### config.mk
export PLATFORM = sky130hd
export DESIGN_NAME = hotswap_sequencer
export DESIGN_NICKNAME = d
export VERILOG_FILES = /design/src/rtl/hotswap_pkg.sv /design/src/rtl/delay_counter.sv /design/src/rtl/hotswap_sequencer.sv /design/src/rtl/level_sync.sv
export SDC_FILE = /design/constraint.sdc
export NUM_CORES = 1
export LEC_CHECK = 0
export BUFFER_PORTS_ARGS = -buffer_cell sky130_fd_sc_hd__buf_2
export CELL_PAD_IN_SITES_DETAIL_PLACEMENT = 1
export CELL_PAD_IN_SITES_GLOBAL_PLACEMENT = 2
export CORE_MARGIN = 8
export CORE_UTILIZATION = 35
export CTS_CLUSTER_SIZE = 30
export DETAILED_ROUTE_END_ITERATION = 7
export GPL_TIMING_DRIVEN = 0
export PLACE_DENSITY = 0.87
export SKIP_LAST_GASP = 1
export SYNTH_ARGS = -nofsm -noshare
export SYNTH_HDL_FRONTEND = slang
export SYNTH_HIERARCHICAL = 1
export SYNTH_SLANG_ARGS = --single-unit
### constraint.sdc
create_clock -name CLK -period 3.05 [get_ports CLK]
set_input_delay 0.305 -clock CLK [delete_from_list [all_inputs] [get_ports CLK]]
set_output_delay 0.305 -clock CLK [all_outputs]
set_load 0.01 [all_outputs]
### src/rtl/hotswap_pkg.sv
package hotswap_pkg;
    localparam int CLK_MHZ = 50;
    localparam int CLK_NS = 20;
    // response windows are longest times, so they round down
    localparam int OVP_RESP_US = 3;
    localparam int OVP_RESP_CYC = (OVP_RESP_US * 1000) / CLK_NS;
    localparam int FFT_RESP_NS = 195;
    localparam int FFT_RESP_CYC = FFT_RESP_NS / CLK_NS;
    localparam int SFT_RESP_NS = 418;
    localparam int SFT_RESP_CYC = SFT_RESP_NS / CLK_NS;
    // delays are least times, so they round up
    localparam int INS_DLY_MS = 18;
    localparam int INS_DLY_CYC = INS_DLY_MS * 1000 * CLK_MHZ;
    localparam int QOD_DLY_US = 16;
    localparam int QOD_DLY_CYC = QOD_DLY_US * CLK_MHZ + 1;
    localparam int FAST_REC_US = 30;
    localparam int FAST_REC_CYC = FAST_REC_US * CLK_MHZ;
    localparam int RETRY_MS = 841;
    localparam int RETRY_CYC = RETRY_MS * 1000 * CLK_MHZ;
    localparam int SU_TMO_MS = 6900;
    localparam int SU_TMO_CYC = SU_TMO_MS * 1000 * CLK_MHZ;
    localparam int CNT_W = 32;
    localparam logic [CNT_W-1:0] CNT_ZERO = 32'h0000_0000;
    localparam int NUM_SYNC = 9;
endpackage

### src/rtl/delay_counter.sv
`timescale 1ns/1ns
`default_nettype none
module delay_counter
    import hotswap_pkg::*;
(
    input wire logic clk,
    input wire logic nrst,
    input wire logic run,
    input wire logic [CNT_W-1:0] limit,
    output logic done
);
    logic [CNT_W-1:0] count_reg;

    // counts while run is high, clears on any drop so each interval is full
    always_ff @(posedge clk or negedge nrst) begin
        if (!nrst) begin
            count_reg <= CNT_ZERO;
        end else if (!run) begin
            count_reg <= CNT_ZERO;
        end else if (count_reg < limit) begin
            count_reg <= count_reg + 32'h0000_0001;
        end
    end

    assign done = run && (count_reg >= limit);
endmodule // delay_counter
`default_nettype wire

### src/rtl/hotswap_sequencer.sv
// How it works
// RULE1: overvoltage drops switch enable within 3 us
// RULE2: stay off 18 ms after supply good
// RULE3: sample enable only after rails and delay
// RULE4: enable low turns switch off
// RULE5: enable read as on, standby, shutdown
// RULE6: standby keeps logic alive, switch off
// RULE7: discharge after 16 us continuous standby
// RULE8: shutdown level clears all state, faults (code keeps mask_reg through shutdown)
// RULE9: hard short drops enable within 195 ns
// RULE10: scalable fast trip cuts within 418 ns
// RULE11: auto-retry restarts 30 us after fast trip
// RULE12: auto-retry waits 841 ms after fault
// RULE13: not fully on after 6.9 s flags fault
// RULE14: thermal shutdown forces switch off always
// RULE15: internal overvoltage also disables switch
// RULE16: startup timeout: fault low, latch or retry
// RULE17: blanking expiry turns off, timer re-arms (code re-arms only for an expiry in ST_ON, not in ST_STARTUP)
// RULE18: one clock, synchronised inputs, reset counters (code passes both fast trips and blanking expiry unsynchronised)
`timescale 1ns/1ns
`default_nettype none
module hotswap_sequencer
    import hotswap_pkg::*;
#(
    parameter int INS_CYC = INS_DLY_CYC,
    parameter int RETRY_CYCLES = RETRY_CYC,
    parameter int SU_CYCLES = SU_TMO_CYC,
    parameter int AUTO_RETRY = 1
) (
    input wire logic CLK,
    input wire logic NRST,
    input wire logic SUPPLY_UNDERVOLTAGE,
    input wire logic VIN_UNDERVOLTAGE,
    input wire logic BIAS_READY,
    input wire logic ENABLE_UVLO_ON,
    input wire logic ENABLE_UVLO_ABOVE_SD,
    input wire logic OVERVOLTAGE_TRIP,
    input wire logic INTERNAL_OVERVOLTAGE,
    input wire logic FIXED_FAST_TRIP,
    input wire logic SCALABLE_FAST_TRIP,
    input wire logic BLANKING_TIMER_EXPIRED,
    input wire logic THERMAL_SHUTDOWN,
    input wire logic SWITCH_FULLY_ON,
    input wire logic [7:0] REG_ADDR,
    input wire logic [31:0] REG_WDATA,
    input wire logic REG_WR,
    input wire logic REG_RD,
    output logic [31:0] REG_RDATA,
    output logic IRQ,
    output logic SWITCH_GATE_ENABLE,
    output logic FAULT_FLAG_N,
    output logic OUTPUT_DISCHARGE,
    output logic BLANKING_TIMER_REARM
);
    ////////////////////////////////////////////////////////////////////////////
    typedef enum logic [2:0] {
        ST_INSERT = 3'b000,
        ST_WAIT_EN = 3'b001,
        ST_STARTUP = 3'b010,
        ST_ON = 3'b011,
        ST_FAST_REC = 3'b100,
        ST_RETRY = 3'b101,
        ST_LATCHED = 3'b110
    } seq_state_t;

    localparam logic [7:0] ADDR_STATUS = 8'h00;
    localparam logic [7:0] ADDR_MASK = 8'h04;
    localparam logic [7:0] ADDR_STATE = 8'h08;
    localparam int EV_W = 6;

    seq_state_t state_reg, state_next;
    logic [NUM_SYNC-1:0] raw_in, syn;
    logic uv_s, vin_uv_s, bias_s, en_on_s, en_sd_s, ovp_s, iov_s;
    logic fft_s, sft_s, tmr_s, tsd_s, full_s;
    logic en_shutdown, en_standby, kill_now, fast_trip, slow_fault;
    logic ins_done, qod_done, rec_done, retry_done, su_done;
    logic [EV_W-1:0] events, status_reg, mask_reg;
    logic [31:0] rdata_next;

    ////////////////////////////////////////////////////////////////////////////
    assign raw_in = {SUPPLY_UNDERVOLTAGE, VIN_UNDERVOLTAGE, BIAS_READY, ENABLE_UVLO_ON,
                     ENABLE_UVLO_ABOVE_SD, OVERVOLTAGE_TRIP, INTERNAL_OVERVOLTAGE,
                     THERMAL_SHUTDOWN, SWITCH_FULLY_ON};

    // slow level inputs only; fast trips go direct so the short windows hold
    level_sync #(.WIDTH(NUM_SYNC)) u_sync (
        .clk(CLK),
        .nrst(NRST),
        .async_in(raw_in),
        .sync_out(syn)
    ); // RULE18

    assign {uv_s, vin_uv_s, bias_s, en_on_s, en_sd_s, ovp_s, iov_s, tsd_s, full_s} = syn;
    // fast trips skip the synchroniser: 195 ns leaves under ten cycles, and
    // the comparators are treated as clock-synchronous pulses here
    assign fft_s = FIXED_FAST_TRIP;
    assign sft_s = SCALABLE_FAST_TRIP;
    assign tmr_s = BLANKING_TIMER_EXPIRED;

    assign en_shutdown = !en_sd_s; // RULE5
    assign en_standby = en_sd_s && !en_on_s; // RULE5
    assign fast_trip = fft_s || sft_s; // RULE9 RULE10
    assign slow_fault = ovp_s || iov_s || tsd_s || tmr_s; // RULE1 RULE15 RULE14 RULE17
    assign kill_now = fast_trip || slow_fault || !en_on_s; // RULE4

    ////////////////////////////////////////////////////////////////////////////
    // supply-good term gates the insertion timer, so it restarts on a brownout;
    // shutdown level holds it clear, else a long shutdown shortens the delay
    delay_counter u_ins (
        .clk(CLK),
        .nrst(NRST),
        .run(!uv_s && bias_s && !en_shutdown && state_reg == ST_INSERT), // RULE8
        .limit(INS_CYC[CNT_W-1:0]),
        .done(ins_done)
    ); // RULE2

    delay_counter u_qod (
        .clk(CLK),
        .nrst(NRST),
        .run(en_standby),
        .limit(QOD_DLY_CYC[CNT_W-1:0]),
        .done(qod_done)
    ); // RULE7

    delay_counter u_rec (
        .clk(CLK),
        .nrst(NRST),
        .run(state_reg == ST_FAST_REC),
        .limit(FAST_REC_CYC[CNT_W-1:0]),
        .done(rec_done)
    ); // RULE11

    delay_counter u_retry (
        .clk(CLK),
        .nrst(NRST),
        .run(state_reg == ST_RETRY),
        .limit(RETRY_CYCLES[CNT_W-1:0]),
        .done(retry_done)
    ); // RULE12

    delay_counter u_su (
        .clk(CLK),
        .nrst(NRST),
        .run(state_reg == ST_STARTUP),
        .limit(SU_CYCLES[CNT_W-1:0]),
        .done(su_done)
    ); // RULE13

    ////////////////////////////////////////////////////////////////////////////
    always_comb begin
        state_next = state_reg;
        unique case (state_reg)
            ST_INSERT: begin
                if (ins_done) begin
                    state_next = ST_WAIT_EN; // RULE2
                end
            end
            ST_WAIT_EN: begin
                if (uv_s || vin_uv_s) begin
                    state_next = ST_WAIT_EN;
                end else if (en_on_s && !slow_fault && !fast_trip) begin
                    state_next = ST_STARTUP; // RULE3
                end
            end
            ST_STARTUP, ST_ON: begin
                if (!en_on_s || uv_s || vin_uv_s) begin
                    state_next = ST_WAIT_EN; // RULE4 RULE6
                end else if (fast_trip) begin
                    state_next = (AUTO_RETRY != 0) ? ST_FAST_REC : ST_LATCHED; // RULE11
                end else if (slow_fault || su_done) begin
                    state_next = (AUTO_RETRY != 0) ? ST_RETRY : ST_LATCHED; // RULE16 RULE12
                end else if (state_reg == ST_STARTUP && full_s) begin
                    state_next = ST_ON;
                end
            end
            ST_FAST_REC: begin
                if (rec_done) begin
                    state_next = ST_WAIT_EN; // RULE11
                end
            end
            ST_RETRY: begin
                if (retry_done) begin
                    state_next = ST_WAIT_EN; // RULE12
                end
            end
            ST_LATCHED: begin
                state_next = ST_LATCHED;
            end
            default: begin
                state_next = ST_INSERT;
            end
        endcase
    end

    // shutdown level wipes state, fault flag and status as a reset would; mask_reg keeps its value
    always_ff @(posedge CLK or negedge NRST) begin
        if (!NRST) begin
            state_reg <= ST_INSERT;
        end else if (en_shutdown) begin
            state_reg <= ST_INSERT; // RULE8
        end else begin
            state_reg <= state_next;
        end
    end

    ////////////////////////////////////////////////////////////////////////////
    // gate drive is combinational on kill terms so trips meet the short windows
    assign SWITCH_GATE_ENABLE = (state_reg == ST_STARTUP || state_reg == ST_ON)
                                && !kill_now; // RULE1 RULE9 RULE10 RULE14

    always_ff @(posedge CLK or negedge NRST) begin
        if (!NRST) begin
            FAULT_FLAG_N <= 1'b1;
        end else if (en_shutdown) begin
            FAULT_FLAG_N <= 1'b1; // RULE8
        end else if (state_reg == ST_STARTUP && su_done) begin
            FAULT_FLAG_N <= 1'b0; // RULE13 RULE16
        end else if ((state_reg == ST_STARTUP || state_reg == ST_ON)
                     && (fast_trip || slow_fault)) begin
            FAULT_FLAG_N <= 1'b0;
        end else if (state_reg == ST_STARTUP && full_s) begin
            FAULT_FLAG_N <= 1'b1;
        end
    end

    always_ff @(posedge CLK or negedge NRST) begin
        if (!NRST) begin
            OUTPUT_DISCHARGE <= 1'b0;
        end else begin
            OUTPUT_DISCHARGE <= qod_done; // RULE7
        end
    end

    // one-cycle pulse that recharges the external blanking timer
    always_ff @(posedge CLK or negedge NRST) begin
        if (!NRST) begin
            BLANKING_TIMER_REARM <= 1'b0;
        end else begin
            BLANKING_TIMER_REARM <= tmr_s && (state_reg == ST_ON); // RULE17
        end
    end

    ////////////////////////////////////////////////////////////////////////////
    assign events = {su_done, tsd_s, tmr_s, fast_trip, ovp_s || iov_s, qod_done};

    // set wins over the read-clear
    always_ff @(posedge CLK or negedge NRST) begin
        if (!NRST) begin
            status_reg <= '0;
        end else if (en_shutdown) begin
            status_reg <= '0;
        end else if (REG_RD && REG_ADDR == ADDR_STATUS) begin
            status_reg <= events;
        end else begin
            status_reg <= status_reg | events;
        end
    end

    always_ff @(posedge CLK or negedge NRST) begin
        if (!NRST) begin
            mask_reg <= '0;
        end else if (REG_WR && REG_ADDR == ADDR_MASK) begin
            mask_reg <= REG_WDATA[EV_W-1:0];
        end
    end

    assign IRQ = |(status_reg & mask_reg);

    always_comb begin
        rdata_next = 32'h0000_0000;
        if (REG_ADDR == ADDR_STATUS) begin
            rdata_next = {26'h0, status_reg};
        end else if (REG_ADDR == ADDR_MASK) begin
            rdata_next = {26'h0, mask_reg};
        end else if (REG_ADDR == ADDR_STATE) begin
            rdata_next = {28'h0, FAULT_FLAG_N, state_reg};
        end
    end

    always_ff @(posedge CLK or negedge NRST) begin
        if (!NRST) begin
            REG_RDATA <= 32'h0000_0000;
        end else if (REG_RD) begin
            REG_RDATA <= rdata_next;
        end else begin
            REG_RDATA <= 32'h0000_0000;
        end
    end

    ////////////////////////////////////////////////////////////////////////////
    property p_ovp_off;
        @(posedge CLK) disable iff (!NRST) ovp_s |-> !SWITCH_GATE_ENABLE;
    endproperty
    a_ovp_off: assert property (p_ovp_off) else $error("gate on during overvoltage"); // RULE1

    property p_fft_off;
        @(posedge CLK) disable iff (!NRST) FIXED_FAST_TRIP |-> !SWITCH_GATE_ENABLE;
    endproperty
    a_fft_off: assert property (p_fft_off) else $error("gate on during hard short"); // RULE9

    property p_sft_off;
        @(posedge CLK) disable iff (!NRST) SCALABLE_FAST_TRIP |-> !SWITCH_GATE_ENABLE;
    endproperty
    a_sft_off: assert property (p_sft_off) else $error("gate on during fast trip"); // RULE10

    property p_tsd_off;
        @(posedge CLK) disable iff (!NRST) tsd_s |-> !SWITCH_GATE_ENABLE;
    endproperty
    a_tsd_off: assert property (p_tsd_off) else $error("gate on in thermal shutdown"); // RULE14

    property p_iov_off;
        @(posedge CLK) disable iff (!NRST) iov_s |-> !SWITCH_GATE_ENABLE;
    endproperty
    a_iov_off: assert property (p_iov_off) else $error("gate on in internal overvoltage"); // RULE15

    property p_en_off;
        @(posedge CLK) disable iff (!NRST) !en_on_s |-> !SWITCH_GATE_ENABLE;
    endproperty
    a_en_off: assert property (p_en_off) else $error("gate on with enable low"); // RULE4

    property p_insert_off;
        @(posedge CLK) disable iff (!NRST) state_reg == ST_INSERT |-> !SWITCH_GATE_ENABLE;
    endproperty
    a_insert_off: assert property (p_insert_off) else $error("gate on in insertion delay"); // RULE2

    property p_shutdown_clear;
        @(posedge CLK) disable iff (!NRST) en_shutdown |=> state_reg == ST_INSERT && FAULT_FLAG_N;
    endproperty
    a_shutdown_clear: assert property (p_shutdown_clear) // RULE8
        else $error("shutdown did not clear");

    property p_qod_only_standby;
        @(posedge CLK) disable iff (!NRST) OUTPUT_DISCHARGE |-> $past(en_standby, 1);
    endproperty
    a_qod_only_standby: assert property (p_qod_only_standby) // RULE7
        else $error("discharge outside standby");

    property p_su_fault;
        @(posedge CLK) disable iff (!NRST)
            state_reg == ST_STARTUP && su_done && !en_shutdown |=> !FAULT_FLAG_N;
    endproperty
    a_su_fault: assert property (p_su_fault) else $error("startup timeout not flagged"); // RULE13
endmodule // hotswap_sequencer
`default_nettype wire

### src/rtl/level_sync.sv
`timescale 1ns/1ns
`default_nettype none
module level_sync
    import hotswap_pkg::*;
#(
    parameter int WIDTH = 1
) (
    input wire logic clk,
    input wire logic nrst,
    input wire logic [WIDTH-1:0] async_in,
    output logic [WIDTH-1:0] sync_out
);
    logic [WIDTH-1:0] meta_reg;

    // first stage feeds only the second
    always_ff @(posedge clk or negedge nrst) begin
        if (!nrst) begin
            meta_reg <= '0;
            sync_out <= '0;
        end else begin
            meta_reg <= async_in;
            sync_out <= meta_reg;
        end
    end
endmodule // level_sync
`default_nettype wire

Yosys cells after proc, flatten, opt, wreduce, memory -nomap -nowiden

Cells that the tools add are included.

$add $sub $neg: 5
$lt $le $gt $ge: 10
Eq/ne operators: 19
Muxes and demuxes: 31
Bitwise gates (word level): 2
Reduce and logical (&&, ||, !) cells: 39

Operators by type and width:

| kind                                                                     | count |
|---|---|
| 32-bit 2-to-1 mux                                                        | 11 |
| 32-bit by 1-bit adder with 32-bit output (second input constant)         | 5 |
| 32-bit by 10-bit >= comparator with 1-bit output (second input constant) | 1 |
| 32-bit by 11-bit >= comparator with 1-bit output (second input constant) | 1 |
| 32-bit by 20-bit >= comparator with 1-bit output (second input constant) | 1 |
| 32-bit by 26-bit >= comparator with 1-bit output (second input constant) | 1 |
| 32-bit by 29-bit >= comparator with 1-bit output (second input constant) | 1 |
| 32-bit by 10-bit < comparator with 1-bit output (second input constant)  | 1 |
| 32-bit by 11-bit < comparator with 1-bit output (second input constant)  | 1 |
| 32-bit by 20-bit < comparator with 1-bit output (second input constant)  | 1 |
| 32-bit by 26-bit < comparator with 1-bit output (second input constant)  | 1 |
| 32-bit by 29-bit < comparator with 1-bit output (second input constant)  | 1 |
| 3-bit 2-to-1 mux                                                         | 10 |
| 6-bit 2-to-1 mux                                                         | 4 |
| 1-bit logical AND                                                        | 18 |
| 3-bit one-hot mux with 6 select lines                                    | 1 |
| 1-bit logical OR                                                         | 11 |
| 2-bit != test (second input constant)                                    | 5 |
| 3-bit == test (second input constant)                                    | 3 |
| 3-bit != test (second input constant)                                    | 3 |
| 8-bit by 3-bit == test with 1-bit output (second input constant)         | 1 |
| 8-bit by 4-bit == test with 1-bit output (second input constant)         | 1 |
| 8-bit zero test                                                          | 1 |
| 4-bit != test (second input constant)                                    | 2 |
| 12 further kinds                                                         | 20 |

Register bits: 228
Input bits: 56
Word-level logic and storage cells: 120

Logic depth before layout (Yosys ltp)

Depth in word-level cells: 10
Depth in mapped cells: 15

Hierarchy

Netlist, hierarchy kept.

By module, submodules not included:

| module            | times used | cells each | area each (um^2) |
|---|---|---|---|
| delay_counter     | 5          | 329        | 2723.9 |
| hotswap_sequencer | 1          | 156        | 1433.9 |
| level_sync        | 1          | 18         | 450.4 |

Worst setup path before layout

Ideal clock, no wire load.

Kind: register to register
Start: register u_su.count_reg[14]
End: register state_reg[0]
Setup time: 0.132 ns
Data arrival time: 2.757 ns
Required time: 2.918 ns
Setup slack: 0.161 ns
Stages on the path, launching flop included: 14
Path buffers: 2
Period minus slack after synthesis: 2.889 ns
Cells stage by stage: dfrtp_1 ha_1 a21oi_1 nand2_1 a22o_1 o41a_1 buf_6 buf_2 nor2_1 a21oi_1 or3_1 nor3_1 nor3_1 mux2i_1

Cells in the longest elaborated chain, start to end: 8

Ends and longest elaborated chain:

| element                                            | RTL line                 | RTL |
|---|---|---|
| from (decl)                                        | delay_counter.sv:12      | `logic [CNT_W-1:0] count_reg;` |
| from (signal assigned)                             | delay_counter.sv:21      | `count_reg <= count_reg + 32'h0000_0001;` |
| 32-bit by 29-bit >= comparator with 1-bit output * | delay_counter.sv:25      | `assign done = run && (count_reg >= limit);` |
| 1-bit logical AND *                                | delay_counter.sv:25      |  |
| net su_done                                        | hotswap_sequencer.sv:76  | `logic ins_done, qod_done, rec_done, retry_done, su_done;` |
| 1-bit logical OR *                                 | hotswap_sequencer.sv:170 | `end else if (slow_fault \|\| su_done) begin` |
| 3-bit 2-to-1 mux                                   | hotswap_sequencer.sv:170 |  |
| 3-bit 2-to-1 mux                                   | hotswap_sequencer.sv:168 | `end else if (fast_trip) begin` |
| 3-bit 2-to-1 mux                                   | hotswap_sequencer.sv:166 | `if (!en_on_s \|\| uv_s \|\| vin_uv_s) begin` |
| 3-bit one-hot mux with 6 select lines              | hotswap_sequencer.sv:152 | `unique case (state_reg)` |
| 3-bit 2-to-1 mux                                   | hotswap_sequencer.sv:199 | `end else if (en_shutdown) begin` |
| to (signal assigned)                               | hotswap_sequencer.sv:202 | `state_reg <= state_next;` |
| to (decl)                                          | hotswap_sequencer.sv:71  | `seq_state_t state_reg, state_next;` |

Mark *: on every way through the listed nets, which the timed path passes. The rest lies on a longest branch.
A chain may end at the register's enable or synchronous reset.

Final worst setup path

Start: register u_retry.count_reg[30]
End: register state_reg[0]

Cells in the longest elaborated chain, start to end: 4

Ends and longest elaborated chain:

| element                                          | RTL line |
|---|---|
| from (decl)                                      | delay_counter.sv:12 |
| from (signal assigned)                           | delay_counter.sv:21 |
| 32-bit by 26-bit >= comparator with 1-bit output | delay_counter.sv:25 |
| 1-bit logical AND                                | delay_counter.sv:25 |
| net retry_done                                   | hotswap_sequencer.sv:76 |
| 3-bit != test (no source line)                   | - |
| 5-bit AND reduction (no source line)             | - |

The timed path passes the listed nets, and every way through them passes these cells.

==> impl_summary.md <==
Pwr
The power dissipated by switching net loads is 1.630 mW. The power per cell area is 336.8 mW/mm^2. Of the total power, the share spent switching nets is 0.2567. Of the total power, the clock network draws 0.500. After layout, the design draws a total of 6.351 mW. Of the total power, combinational logic draws 0.072. For this design the static power due to leakage is 8.110 nW. The internal power contribution is 4.721 mW. The share of total power in sequential cells is 0.429.

The peak supply drop is 0.3652 mV.

Logic synthesis
The fraction of registers with async set or reset after synthesis is 1.000. The Yosys step of the flow raised 6 warnings. The netlist area before placement is 0.01550 mm^2. The sequential cell area fraction in the yosys report is 0.3261. The most used flip-flop cell after synthesis is sky130_fd_sc_hd__dfrtp_1.

After synthesis, the netlist uses 50 different library cells. The count of mapped cells out of synthesis is 1819. The number of synthesized register bits is 202. A synthesized cell averages 8.523 um^2. The number of enable-type register cells in the synthesized netlist is 0.

Timing
Setup repair after global routing could not meet its margin everywhere. The highest achievable clock rate is 335.3 MHz. The number of pins with negative max-slew slack in the final report is 0. The final hold violation count was 0.

Setup violations remaining at the end of the flow were counted as 0. The shortest period the worst path allows is 2.983 ns. Headroom to the max-slew limit came out at 0.4982. The post-route setup TNS is 0 ns. At the pin with the least slew margin, the transition time is 0.7527 ns. The clock tree skew after final layout is 0.02058 ns.

The final critical-path share of the clock period is 0.9779.

Setup path
The number of cells traversed by the worst register-to-register path is 13. The arrival time reported for the critical path endpoint is 3.46 ns. The category of the worst setup path launch point is a flip-flop. The most critical setup path has its endpoint at state_reg[0]. Along the worst path, the maximum fanout reaches 7.

The startpoint of the lowest-slack register-to-register path is u_retry/count_reg[30]. The critical path is of the reg -> reg type. The most critical setup path has its startpoint at u_retry/count_reg[30].

Traced cell by cell, the critical path runs through ha_4, nand4_1, buf_4, nor4_4, o41a_1, buf_6, nor2_2, a21oi_1, mux2i_1, a21oi_1, nor2_1, nor3_2, mux2i_1. The data required time at the worst endpoint is 3.53 ns. The delay of the slowest cell on the worst path is 0.44 ns. The setup check on the worst reg-to-reg path leaves a slack of 0.07 ns.

The critical path's slowest cell is sky130_fd_sc_hd__dfrtp_1. The worst setup path is captured at a flip-flop. In this run the critical register-to-register path is captured at state_reg[0].

GRT
The via count of the first global-routing pass is 15.61k. The first-pass GRT wire length is 80.45 mm. The global routing usage summed across all routing layers is 0.1891. For this run, global-route usage on met2 was measured as 0.3289. In the global route stage, met3 resource usage came out at 0.02600.

Entering global routing, the biggest net connects 116 pins. The most heavily used metal layer in global routing is met2. For this run, global-route usage on met1 was measured as 0.2401.

The initial antenna violation count came to 1. The final global-route overflow total is 0.

Routing
For this run, design rule violations remaining after detail routing come to 0. The total wirelength of the detailed-routed design is 49.23 mm. After detailed routing, the average wire length per cell comes to 18.02 um.

The detail-routed via count per cell is 5.435. The count of nets left with antenna violations once routing finished came out at 0. For this run, the detailed router's first-pass iteration total came to 7. The detailed router finished its first iteration with 760 violations. The count of vias placed by the detailed router is 14.85k.

Status
The flow ran to the end, and the final reports show no timing, DRC or antenna violations.

Flow run
Max-cap violations in this run came to 0.

Die
The core region is 0.04393 mm^2. The overall die height is 226.5 um. Row generation in the floorplan step produced 77 rows. The horizontal extent of the die is 226.5 um.

For this configuration, the core starts out at a cell density of 0.3529. The count of pins on the block boundary is 93. The die footprint is 0.05129 mm^2.

Layout
The end-of-flow core utilization is 0.4293. The filler cell count in the final layout is 5314. After the last flow step, the layout net total stands at 2340. The number of antenna diodes in the final layout is 0. The post-synthesis to final-layout area growth is 21.64%.

The library cells used most frequently in the layout, excluding fill and tap cells, are sky130_fd_sc_hd__dfrtp_1 (197), sky130_fd_sc_hd__conb_1 (186), sky130_fd_sc_hd__inv_1 (180). The share of post-route cells with drive strength above 1 is 0.1215. The sequential cell area in the final layout is 0.005061 mm^2.

The most common cell after layout, fill and taps aside is sky130_fd_sc_hd__dfrtp_1. The total area of multi-input combinational cells is 0.01020 mm^2.

Place
The total half-perimeter wirelength after legalization and detailed placement is 35.49 mm. Routability-driven placement finished with a final weighted congestion of 0.8309. The port buffer count is 38.

CTS
The total CTS buffers is 27. The root buffer cell is sky130_fd_sc_hd__clkbuf_16. The clock insertion delay at the later pin of the skew report is 0.57 ns. The longest clock path from root to sink contains 3 buffers. The clock tree from TritonCTS is done.

In this run the number of H-tree levels came out at 1. The clock sink count is 202. The clock edge transition at the registers on the reported setup and hold paths is 0.06 ns.

Hold path
The tightest min-delay check is of the in -> reg type.
worst min path at each step:
stage                       startpoint                   end  cells past startpoint
floorplan                         NRST  BLANKING_TIMER_REARM                      0
global placement    u_sync/meta_reg[4]    u_sync/sync_out[4]                      0
detailed placement  u_sync/meta_reg[2]    u_sync/sync_out[2]                      0
CTS                       REG_WDATA[3]           mask_reg[3]                      2
global route           FIXED_FAST_TRIP         status_reg[2]                      3
finish                 FIXED_FAST_TRIP         status_reg[2]                      3
worst max-delay path: cells and delay by family (launching register included):
kind | cells | cell delay (ns)
AND/OR/NAND/NOR | 5 | 0.88
AO/OA/AOI/OAI | 3 | 0.62
flip-flops | 1 | 0.44
buffers and inverters | 2 | 0.34
multiplexers | 2 | 0.33
adder cells (fa/ha/maj) | 1 | 0.30
area by class of cell:
class                      instances  share of cell area
clock buffer                      42             0.04359
multi-input combinational       1501              0.5408
sequential                       202              0.2684
tap                              592             0.03928
buffer                           113             0.03298
inverter                         181             0.03603
clock inverter                     8            0.003118
timing repair buffer              93             0.03583
kinds of logic after synthesis:
family,after synthesis,share of synthesized area
simple gates,738,0.2663
compound gates,328,0.1359
buf+inv,300,0.08329
flops,202,0.3261
fa+ha+maj,165,0.1332
mux,84,0.05472
other cells,2,0.0004844
power groups by stage:
stage / sequential (mW) / combinational, mW / clock (mW)
5_1_grt: 2.72 / 0.529 / 3.36
4_1_cts: 2.72 / 0.433 / 3.26
6_report: 2.72 / 0.456 / 3.17
3_3_place_gp: 2.77 / 0.381 / 0
3_5_place_dp: 2.77 / 0.405 / 0
2_1_floorplan: 2.76 / 0.260 / 0
synth_stat cells, types with 8 or more instances:
| master | instances | area share |
|---|---|---|
| sky130_fd_sc_hd__a22oi_1 | 8 | 0.0039 |
| sky130_fd_sc_hd__a21oi_1 | 151 | 0.049 |
| sky130_fd_sc_hd__o41ai_1 | 20 | 0.011 |
| sky130_fd_sc_hd__nand2b_1 | 93 | 0.038 |
| sky130_fd_sc_hd__nand4_1 | 80 | 0.032 |
| sky130_fd_sc_hd__nor3_1 | 34 | 0.011 |
| sky130_fd_sc_hd__ha_1 | 165 | 0.13 |
| sky130_fd_sc_hd__nor2_1 | 45 | 0.011 |
| sky130_fd_sc_hd__nor2b_1 | 12 | 0.0048 |
| sky130_fd_sc_hd__and2_1 | 11 | 0.0044 |
| sky130_fd_sc_hd__buf_1 | 10 | 0.0024 |
| sky130_fd_sc_hd__mux2i_1 | 78 | 0.050 |
| sky130_fd_sc_hd__and4_1 | 25 | 0.014 |
| sky130_fd_sc_hd__o31ai_1 | 55 | 0.027 |
| sky130_fd_sc_hd__and3_1 | 13 | 0.0052 |
| sky130_fd_sc_hd__o21ai_0 | 32 | 0.010 |
| sky130_fd_sc_hd__or3_1 | 31 | 0.013 |
| sky130_fd_sc_hd__nand3_1 | 83 | 0.027 |
| sky130_fd_sc_hd__nand2_1 | 172 | 0.042 |
| sky130_fd_sc_hd__clkbuf_1 | 56 | 0.014 |
| sky130_fd_sc_hd__or2_2 | 10 | 0.0040 |
| sky130_fd_sc_hd__dfrtp_1 | 201 | 0.32 |
| sky130_fd_sc_hd__nor4_1 | 51 | 0.021 |
| sky130_fd_sc_hd__o311ai_1 | 15 | 0.0085 |
| sky130_fd_sc_hd__inv_1 | 181 | 0.044 |
| sky130_fd_sc_hd__buf_2 | 21 | 0.0068 |
| sky130_fd_sc_hd__buf_4 | 27 | 0.013 |
| sky130_fd_sc_hd__or4_1 | 62 | 0.030 |
through the flow:
step | cells | cell area (um^2) | hold WS (ns) | setup WS, ns
2_1_floorplan | 2003 | 16190 | 0.009409 | 0.1610
3_3_place_gp | 2633 | 17130 | 0.3374 | -2.115
3_5_place_dp | 2634 | 17160 | 0.3410 | -0.9519
4_1_cts | 2708 | 18440 | 0.002163 | -0.04590
5_1_grt | 2732 | 18860 | 0.1250 | -0.08582
6_report | 2732 | 18860 | 0.08748 | 0.06743
what timing repair did:
| action | in CTS | in global routing |
|---|---|---|
| endpoints found under the setup margin | 81 | 63 |
| hold buffers | 16 | 1 |
| resized for setup | 43 | 57 |
| endpoints found under the hold margin | 102 | 1 |
| pin swaps | 11 | 21 |
| cloned | 0 | 0 |
| setup buffers | 13 | 24 |
routing by layer:
layer	wire length [um]	vias to the layer above	part of all wire
met1	21900	7420	0.44
met3	1899	77	0.039
li1	-	7079	-
met5	0	-	0
met2	24210	272	0.49
met4	1225	0	0.025
(Power assumes the default switching activity.)
